[config.mk]
export PLATFORM = sky130hd
export DESIGN_NAME = eic2_regbank
export DESIGN_NICKNAME = d
export VERILOG_FILES = /design/src/hdl/eic2_pkg.sv /design/src/hdl/eic2_regbank.sv
export VERILOG_INCLUDE_DIRS = /design/src /design/src/hdl
export SDC_FILE = /design/constraint.sdc
export NUM_CORES = 1
export LEC_CHECK = 0
export BUFFER_PORTS_ARGS = -buffer_cell sky130_fd_sc_hd__buf_4
export CORE_AREA = 5 5 79 117
export CTS_CLUSTER_DIAMETER = 30
export DETAILED_ROUTE_END_ITERATION = 6
export DIE_AREA = 0 0 84 122
export PLACE_DENSITY = 0.58
export RECOVER_POWER = 100
export SETUP_SLACK_MARGIN = 0.4
export SYNTH_ARGS = -nofsm -noshare
export SYNTH_HDL_FRONTEND = slang
export SYNTH_SLANG_ARGS = --single-unit
[constraint.sdc]
create_clock -name ref_clk_i -period 1.8 [get_ports ref_clk_i]
set_input_delay 0.09 -clock ref_clk_i [delete_from_list [all_inputs] [get_ports ref_clk_i]]
set_output_delay 0.09 -clock ref_clk_i [all_outputs]
set_load 0.01 [all_outputs]
[src/hdl/eci2_cfg.svh]
// field positions, offsets and reset values for the second extended control/irq register
// assumes inclusion by the package and the register bank only
`ifndef EIC2_CFG_SVH
`define EIC2_CFG_SVH
`define EIC2_ADDR_W 4
`define EIC2_OFF_MAIN 4'h0
`define EIC2_OFF_STAT 4'h1
`define EIC2_OFF_TIMER 4'h2
`define EIC2_B_QSPND 15
`define EIC2_B_RXTAG 14
`define EIC2_B_RXDMD 13
`define EIC2_B_RXPDIS 12
`define EIC2_B_TMRF 11
`define EIC2_B_TMRE 10
`define EIC2_B_MREF 9
`define EIC2_B_MREE 8
`define EIC2_B_APF 7
`define EIC2_B_APE 6
`define EIC2_B_HCF 5
`define EIC2_B_HCE 4
`define EIC2_B_ICF 3
`define EIC2_B_ICE 2
`define EIC2_B_PDF 1
`define EIC2_B_PDE 0
`define EIC2_TMR_W 6
`define EIC2_TMR_RST 6'h3f
`endif

[src/hdl/eic2_pkg.sv]
// types shared by the extended control/irq register bank
// assumes the cfg header sits beside it
`include "eci2_cfg.svh"
package eic2_pkg;
  typedef enum logic [1:0] {
    EIC2_SP_RUN,
    EIC2_SP_DRAIN,
    EIC2_SP_SUSP
  } eic2_susp_t;
endpackage : eic2_pkg

[src/hdl/eic2_regbank.sv]
// second extended control and interrupt register with suspend sequencing
// assumes event inputs are synchronous pulses; phy_detected is a pin and is synchronised
//
// Notes on behaviour
// - writing back read value clears seen flags
// - quick suspend finishes active work, starts none
// - slow suspend drains all queued packets first
// - suspend method taken from same write's bit
// - quick suspend clears on any reset or stop
// - frame tag output gated by address detect select
// - demand triggers immediate ring access if receiver on and new work allowed
// - demand set by one, cleared by fetch
// - poll disable stops automatic descriptor polling
// - timer zero sets flag and reloads value
// - flags gated by enables; enables hard reset
// - flags write-one-clear, hard reset only
// - turnaround not low sets read error flag
// - autopoll mismatch flag, method change suppresses first
// - host port access done sets flag
// - host done enable covers host accesses only
// - internal frame done sets internal flag
// - phy detect either edge sets flag
// - reserved upper bits read as zero
`timescale 1ns/1ps
`default_nettype none
`include "eci2_cfg.svh"
module eic2_regbank
  import eic2_pkg::*;
#(
  parameter int TIMER_W = `EIC2_TMR_W
) (
  input wire logic ref_clk_i,
  input wire logic rst_n_i,
  input wire logic soft_rst_i,
  input wire logic stop_i,
  input wire logic [`EIC2_ADDR_W-1:0] addr_i,
  input wire logic [31:0] wdata_i,
  input wire logic wr_i,
  input wire logic rd_i,
  output logic [31:0] rdata_o,
  input wire logic receiver_on_i,
  input wire logic external_address_detect_select_i,
  input wire logic desc_fetched_i,
  input wire logic poll_tick_i,
  input wire logic tx_active_i,
  input wire logic rx_active_i,
  input wire logic dma_active_i,
  input wire logic tx_queued_i,
  input wire logic rx_queued_i,
  input wire logic mgmt_turnaround_high_i,
  input wire logic host_cmd_done_i,
  input wire logic internal_cmd_done_i,
  input wire logic autopoll_frame_done_i,
  input wire logic autopoll_mismatch_i,
  input wire logic autopoll_method_change_i,
  input wire logic phy_detected_i,
  output logic rx_ring_access_o,
  output logic rx_frame_tag_o,
  output logic new_work_allowed_o,
  output logic drain_queues_o,
  output logic suspended_o,
  output logic combined_interrupt_bit_o,
  output logic interrupt_pin_o
);

  // reload field must fit the low half of the read word
  if (TIMER_W < 1 || TIMER_W > 16) begin : g_bad_timer_w
    $error("TIMER_W out of range");
  end

  function automatic logic w1(input int b);
    return wr_i && addr_i == `EIC2_OFF_MAIN && wdata_i[b];
  endfunction : w1

  function automatic logic flag_nx(input logic cur, input logic set, input logic clr);
    return set | (cur & ~clr);
  endfunction : flag_nx

  logic quick_suspend_enable_q;
  logic rx_frame_tag_enable_q;
  logic rx_ring_demand_q;
  logic rx_poll_disable_q;
  logic [5:0] enables_q;
  logic soft_timer_irq_flag_q;
  logic mgmt_read_error_flag_q;
  logic autopoll_change_flag_q;
  logic host_cmd_done_flag_q;
  logic internal_cmd_done_flag_q;
  logic phy_detect_change_flag_q;
  logic [5:0] flags;
  logic [TIMER_W-1:0] soft_timer_reload_value_q;
  logic [TIMER_W-1:0] timer_q;
  logic suspend_request_q;
  logic quick_latched_q;
  eic2_susp_t sp_q;
  logic pd_s1_q;
  logic pd_s2_q;
  logic pd_prev_q;
  logic ap_first_q;
  logic [5:0] ev;
  logic [5:0] clr;
  logic timer_zero;
  logic wr_main;

  assign wr_main = wr_i && addr_i == `EIC2_OFF_MAIN;
  assign timer_zero = timer_q == '0;

  always_ff @(posedge ref_clk_i) begin
    if (!rst_n_i || soft_rst_i || stop_i) begin
      quick_suspend_enable_q <= 1'b0;
    end else if (wr_main) begin
      quick_suspend_enable_q <= wdata_i[`EIC2_B_QSPND];
    end
  end

  // tag enable survives soft reset and stop
  always_ff @(posedge ref_clk_i) begin
    if (!rst_n_i) begin
      rx_frame_tag_enable_q <= 1'b0;
    end else if (wr_main) begin
      rx_frame_tag_enable_q <= wdata_i[`EIC2_B_RXTAG];
    end
  end

  always_ff @(posedge ref_clk_i) begin
    if (!rst_n_i) begin
      rx_poll_disable_q <= 1'b0;
    end else if (wr_main) begin
      rx_poll_disable_q <= wdata_i[`EIC2_B_RXPDIS];
    end
  end

  always_ff @(posedge ref_clk_i) begin
    if (!rst_n_i) begin
      enables_q <= '0;
    end else if (wr_main) begin
      enables_q <= {wdata_i[`EIC2_B_TMRE], wdata_i[`EIC2_B_MREE], wdata_i[`EIC2_B_APE],
                    wdata_i[`EIC2_B_HCE], wdata_i[`EIC2_B_ICE], wdata_i[`EIC2_B_PDE]};
    end
  end

  // demand: set wins over fetch clear
  always_ff @(posedge ref_clk_i) begin
    if (!rst_n_i) begin
      rx_ring_demand_q <= 1'b0;
    end else begin
      rx_ring_demand_q <= flag_nx(rx_ring_demand_q, w1(`EIC2_B_RXDMD), desc_fetched_i);
    end
  end

  // ring access request: demand immediate, poll tick only when polling enabled
  always_ff @(posedge ref_clk_i) begin
    if (!rst_n_i) begin
      rx_ring_access_o <= 1'b0;
    end else begin
      rx_ring_access_o <= receiver_on_i && new_work_allowed_o &&
                          (rx_ring_demand_q || (poll_tick_i && !rx_poll_disable_q));
    end
  end

  always_ff @(posedge ref_clk_i) begin
    if (!rst_n_i) begin
      rx_frame_tag_o <= 1'b0;
    end else begin
      rx_frame_tag_o <= rx_frame_tag_enable_q && external_address_detect_select_i;
    end
  end

  // software timer
  always_ff @(posedge ref_clk_i) begin
    if (!rst_n_i) begin
      soft_timer_reload_value_q <= TIMER_W'(`EIC2_TMR_RST);
      timer_q <= TIMER_W'(`EIC2_TMR_RST);
    end else begin
      if (wr_i && addr_i == `EIC2_OFF_TIMER) begin
        soft_timer_reload_value_q <= wdata_i[TIMER_W-1:0];
      end
      if (timer_zero) begin
        timer_q <= soft_timer_reload_value_q;
      end else begin
        timer_q <= timer_q - 1'b1;
      end
    end
  end

  // phy detect synchroniser and edge
  always_ff @(posedge ref_clk_i) begin
    if (!rst_n_i) begin
      pd_s1_q <= 1'b0;
      pd_s2_q <= 1'b0;
      pd_prev_q <= 1'b0;
    end else begin
      pd_s1_q <= phy_detected_i;
      pd_s2_q <= pd_s1_q;
      pd_prev_q <= pd_s2_q;
    end
  end

  // first autopoll compare after a method change is not reported
  always_ff @(posedge ref_clk_i) begin
    if (!rst_n_i) begin
      ap_first_q <= 1'b1;
    end else if (autopoll_method_change_i) begin
      ap_first_q <= 1'b1;
    end else if (autopoll_frame_done_i) begin
      ap_first_q <= 1'b0;
    end
  end

  // flag order: timer, read err, autopoll, host done, internal done, phy detect
  always_comb begin
    ev[5] = timer_zero;
    ev[4] = mgmt_turnaround_high_i;
    ev[3] = autopoll_frame_done_i && autopoll_mismatch_i && !ap_first_q &&
            !autopoll_method_change_i;
    ev[2] = host_cmd_done_i;
    ev[1] = internal_cmd_done_i || autopoll_frame_done_i;
    ev[0] = pd_s2_q ^ pd_prev_q;
    clr = {w1(`EIC2_B_TMRF), w1(`EIC2_B_MREF), w1(`EIC2_B_APF),
           w1(`EIC2_B_HCF), w1(`EIC2_B_ICF), w1(`EIC2_B_PDF)};
  end

  // flags: hard reset only, set wins over a same-cycle clear
  always_ff @(posedge ref_clk_i) begin
    if (!rst_n_i) begin
      soft_timer_irq_flag_q <= 1'b0;
    end else begin
      soft_timer_irq_flag_q <= flag_nx(soft_timer_irq_flag_q, ev[5], clr[5]);
    end
  end

  always_ff @(posedge ref_clk_i) begin
    if (!rst_n_i) begin
      mgmt_read_error_flag_q <= 1'b0;
    end else begin
      mgmt_read_error_flag_q <= flag_nx(mgmt_read_error_flag_q, ev[4], clr[4]);
    end
  end

  always_ff @(posedge ref_clk_i) begin
    if (!rst_n_i) begin
      autopoll_change_flag_q <= 1'b0;
    end else begin
      autopoll_change_flag_q <= flag_nx(autopoll_change_flag_q, ev[3], clr[3]);
    end
  end

  always_ff @(posedge ref_clk_i) begin
    if (!rst_n_i) begin
      host_cmd_done_flag_q <= 1'b0;
    end else begin
      host_cmd_done_flag_q <= flag_nx(host_cmd_done_flag_q, ev[2], clr[2]);
    end
  end

  always_ff @(posedge ref_clk_i) begin
    if (!rst_n_i) begin
      internal_cmd_done_flag_q <= 1'b0;
    end else begin
      internal_cmd_done_flag_q <= flag_nx(internal_cmd_done_flag_q, ev[1], clr[1]);
    end
  end

  always_ff @(posedge ref_clk_i) begin
    if (!rst_n_i) begin
      phy_detect_change_flag_q <= 1'b0;
    end else begin
      phy_detect_change_flag_q <= flag_nx(phy_detect_change_flag_q, ev[0], clr[0]);
    end
  end

  assign flags = {soft_timer_irq_flag_q, mgmt_read_error_flag_q, autopoll_change_flag_q,
                  host_cmd_done_flag_q, internal_cmd_done_flag_q, phy_detect_change_flag_q};

  always_ff @(posedge ref_clk_i) begin
    if (!rst_n_i) begin
      combined_interrupt_bit_o <= 1'b0;
    end else begin
      combined_interrupt_bit_o <= |(flags & enables_q);
    end
  end

  // pin mirrors the combined bit; no global enable in this block
  always_ff @(posedge ref_clk_i) begin
    if (!rst_n_i) begin
      interrupt_pin_o <= 1'b0;
    end else begin
      interrupt_pin_o <= |(flags & enables_q);
    end
  end

  // suspend sequencing; request written at a separate offset
  always_ff @(posedge ref_clk_i) begin
    if (!rst_n_i || soft_rst_i || stop_i) begin
      suspend_request_q <= 1'b0;
      quick_latched_q <= 1'b0;
      sp_q <= EIC2_SP_RUN;
    end else begin
      if (wr_i && addr_i == `EIC2_OFF_STAT) begin
        suspend_request_q <= wdata_i[0];
        if (wdata_i[0]) begin
          quick_latched_q <= wdata_i[`EIC2_B_QSPND];
        end
      end
      case (sp_q)
        EIC2_SP_RUN: begin
          if (suspend_request_q) begin
            sp_q <= EIC2_SP_DRAIN;
          end
        end
        EIC2_SP_DRAIN: begin
          if (!suspend_request_q) begin
            sp_q <= EIC2_SP_RUN;
          end else if (!tx_active_i && !rx_active_i && !dma_active_i &&
                       (quick_latched_q || (!tx_queued_i && !rx_queued_i))) begin
            sp_q <= EIC2_SP_SUSP;
          end
        end
        EIC2_SP_SUSP: begin
          if (!suspend_request_q) begin
            sp_q <= EIC2_SP_RUN;
          end
        end
        default: sp_q <= EIC2_SP_RUN;
      endcase
    end
  end

  // new work stops as soon as the request is seen
  always_ff @(posedge ref_clk_i) begin
    if (!rst_n_i) begin
      new_work_allowed_o <= 1'b1;
    end else begin
      new_work_allowed_o <= sp_q == EIC2_SP_RUN && !suspend_request_q;
    end
  end

  // flush only on the slow method
  always_ff @(posedge ref_clk_i) begin
    if (!rst_n_i) begin
      drain_queues_o <= 1'b0;
    end else begin
      drain_queues_o <= sp_q == EIC2_SP_DRAIN && !quick_latched_q;
    end
  end

  always_ff @(posedge ref_clk_i) begin
    if (!rst_n_i) begin
      suspended_o <= 1'b0;
    end else begin
      suspended_o <= sp_q == EIC2_SP_SUSP;
    end
  end

  always_ff @(posedge ref_clk_i) begin
    if (!rst_n_i) begin
      rdata_o <= '0;
    end else if (rd_i) begin
      case (addr_i)
        `EIC2_OFF_MAIN: rdata_o <= {16'h0000, quick_suspend_enable_q, rx_frame_tag_enable_q,
                                    rx_ring_demand_q, rx_poll_disable_q,
                                    flags[5], enables_q[5], flags[4], enables_q[4],
                                    flags[3], enables_q[3], flags[2], enables_q[2],
                                    flags[1], enables_q[1], flags[0], enables_q[0]};
        `EIC2_OFF_STAT: rdata_o <= {30'h0, quick_latched_q, sp_q == EIC2_SP_SUSP};
        `EIC2_OFF_TIMER: rdata_o <= 32'(soft_timer_reload_value_q);
        default: rdata_o <= '0;
      endcase
    end else begin
      rdata_o <= '0;
    end
  end

endmodule : eic2_regbank
`default_nettype wire

==> results_dict.tcl <==
set metrics [dict create \
    clkTransAtPathRegs_ps 50 \
    wirelength_um 6499 \
    multi_input_comb_area_um2 1039 \
    hold_path_class "primary input to flop" \
    syn_to_final_growth_pct 35.57 \
    synth-warning-count 0 \
    slew_headroom 0.4533 \
    post_syn_instances 260 \
    final_util 0.3910 \
    clock_path_buffers 2 \
    synth.top_cells.by_count "sky130_fd_sc_hd__dfxtp_1 (58), sky130_fd_sc_hd__nand3_1 (23), sky130_fd_sc_hd__a21oi_1 (20), sky130_fd_sc_hd__o21ai_0 (19), sky130_fd_sc_hd__buf_4 (18)" \
    cts_tree "done" \
    result_of_the_run "finished, final reports clean" \
    finalHoldViolCount 0 \
    vdd_drop_max_v 0.0004844 \
    netlist_top_cells_area "sky130_fd_sc_hd__dfxtp_1 (49%), sky130_fd_sc_hd__buf_4 (5.7%), sky130_fd_sc_hd__nand3_1 (4.9%)" \
    layout_worst_path_cycle_share 0.7862 \
    most_repeated_cell_in_the_gate_level_netlist_after_synthesis "sky130_fd_sc_hd__dfxtp_1" \
    count_of_vias_placed_by_the_detailed_router 2079 \
    dpl.hpwl_um 4670 \
    detail_route.iter0.violations 98 \
    avgViaCountPerCell 4.682 \
    die-height_um 122 \
    synth_area_per_cell_um2 9.105 \
    fin_skew_ps 3.827 \
    root_buffer "sky130_fd_sc_hd__clkbuf_16" \
    tritoncts.num_buffers 9 \
    kind_of_start_point_of_the_critical_path "flop" \
    port_buffers 64 \
    synth-async-reset-ratio 0 \
    worst_skew_pair.late_latency_ps 320 \
    detail_route.first_pass.iterations 4 \
    cts.sink_count 58 \
    die_area_um2 10250 \
    drive_above_1_share 0.1751 \
    synth-edff-count 0 \
    final_area_um2 3209 \
    timing.critical_path.cells "or3_1 > o31ai_1 > o311ai_0" \
    timing.final.setup_violations 0 \
    core.rowCount 41 \
    max_slew.worst_pin.slew_ps 820.0 \
    synth_seq_cells 58 \
    place_area_um2 2894 \
    netlist.area_leader.share 0.4905 \
    final_net_count 392 \
    max_cap_viol_count 0 \
    synthDominantAreaCellType "sky130_fd_sc_hd__dfxtp_1" \
    worst-setup-path-type "flop to flop" \
    regArea_um2 1161 \
    num-fill-cells 885 \
    global_route.overflow_total 0 \
    worstPathMaxFanout 6 \
    floorplan.initialDensity 0.2884 \
    capturing_element_type_of_the_critical_path "flop" \
    gp_congestion 0.7576 \
    worst_path_max_delay_cell "sky130_fd_sc_hd__or3_1" \
    core_region_area_um2 8208 \
    post_cts_setup_repair_buffer_count 0 \
    power.static_leakage_nw 1.292 \
    p_per_area_nw_per_um2 1139 \
    rsz0062_at_grt "no" \
    drt.antenna.violating_nets 0 \
    ys_types 45 \
    die_width_um 84 \
    wire_length_of_the_first_global_routing_pass_um 10640 \
    drcViolationCount 0 \
    timing.final.max_slew_violations 0 \
    antenna_violations_before_repair 0 \
    grt_usage 0.1310 \
    number_of_global_route_vias_before_repair 2224 \
    routedWlPerCell_um 14.64 \
    fmax_ghz 0.7066 \
    syn_std_cell_area_um2 2367 \
    totalNegativeSetupSlack_ps 0 \
    ys_dominant_reg_cell "sky130_fd_sc_hd__dfxtp_1" \
    seq_area_frac_synth 0.4905 \
    boundaryPins 97 \
    timing.final.crit_period_ps 1415 \
    timing.critical_path.arrival_ps 1590 \
    cp.required_ps 1980 \
    antenna-diode-count 0 \
    critical-path-max-stage-delay_ps 490 \
    cts_htree_levels 3 \
    grt_max_degree 27 \
]
## worst paths after layout
| kind | endpoint | slack (ps) | cells past startpoint | startpoint |
|---|---|---|---|---|
| max | timer_q[5] | 380 | 3 | timer_q[3] |
| min | soft_timer_reload_value_q[1] | 10 | 3 | wdata_i[1] |
| max reg2reg | timer_q[5] | 380 | 3 | timer_q[3] |
| min reg2reg | pd_s2_q | 450 | 1 | pd_s1_q |
## per-layer routing
metal / vias to the layer above / global-route usage / part of all wire / wire length (um)
met2: 70 / 0.2316 / 0.50 / 3272
li1: 1036 / - / - / -
met4: 0 / 0.05533 / 0.024 / 159
met5: - / 0 / 0 / 0
met3: 13 / 0.03924 / 0.066 / 429
met1: 960 / 0.1455 / 0.41 / 2638
## layout make-up
type,count,share of cell area
flip-flops and latches,58,0.3618
multi-input cells,178,0.3236
repair buffers,73,0.1442
clock buffers,11,0.07563
well taps,107,0.04172
clock inverters,5,0.03899
inverters,12,0.01404
## per-stage QoR
stage	total power [W]	worst slack [ps]	instances	hold slack, ps
2_1_floorplan	0.001489	535.2	275	184.4
3_3_place_gp	0.001579	387.0	423	279.9
3_5_place_dp	0.001583	378.9	423	286.0
4_1_cts	0.003692	401.8	444	10.40
5_1_grt	0.003783	299.5	444	8.912
6_report	0.003656	384.9	444	10.68
## what timing repair did
action                                  4_1_cts  5_1_grt
hold buffers                                  5        0
resized for setup                             0        3
hold endpoints to repair                      5        0
endpoints found under the setup margin        0        5
## sequential cells by signal, indices dropped and copies added, names as in the netlist, 2 cells and up
signal	flops
timer_q	6
sp_q	2
soft_timer_reload_value_q	6
rdata_o	16
enables_q	6
## logic make-up (layout without fill, tap and decap cells)
kind of cell,after synthesis,after routing,share of synthesized area
flip-flops,58,58,0.4905
XOR/XNOR,3,3,0.01110
AND/OR/NAND/NOR,85,85,0.2035
adder cells (fa/ha/maj),2,2,0.01057
AO/OA/AOI/OAI,66,66,0.1649
buffers and inverters,39,101,0.09249
other,1,16,0.001584
multiplexers,6,6,0.02537
## cell usage in the layout (no fill, tap or decap), types with 3 or more instances in the layout
cell type / n
sky130_fd_sc_hd__a21oi_1: 20
sky130_fd_sc_hd__nor3_1: 9
sky130_fd_sc_hd__and3_1: 10
sky130_fd_sc_hd__o21ai_1: 5
sky130_fd_sc_hd__nor2_1: 15
sky130_fd_sc_hd__dfxtp_1: 58
sky130_fd_sc_hd__o31ai_1: 4
sky130_fd_sc_hd__clkbuf_16: 9
sky130_fd_sc_hd__buf_4: 40
sky130_fd_sc_hd__o21ai_0: 19
sky130_fd_sc_hd__nor2b_1: 5
sky130_fd_sc_hd__clkbuf_1: 27
sky130_fd_sc_hd__a31oi_1: 4
sky130_fd_sc_hd__a22oi_1: 3
sky130_fd_sc_hd__dlygate4sd3_1: 5
sky130_fd_sc_hd__conb_1: 16
sky130_fd_sc_hd__inv_1: 12
sky130_fd_sc_hd__mux2i_1: 6
sky130_fd_sc_hd__nand3_1: 23
sky130_fd_sc_hd__nand2b_1: 6
sky130_fd_sc_hd__bufinv_16: 4
## power breakdown
group	total [W]	switching [W]	internal [W]	leakage (nW)
sequential	0.00133	0.0000186	0.00131	0.471
combinational	0.000230	0.000121	0.000108	0.641
clock	0.00210	0.000570	0.00153	0.180
## worst max-delay path, delay by kind of cell, from the launching register on
family             cells  cell delay (ps)
DFF                    1              350
and+or+nand+nor        1              490
AOI/OAI and AO/OA      2              430
Note: power is estimated with default switching activity, not from simulation.
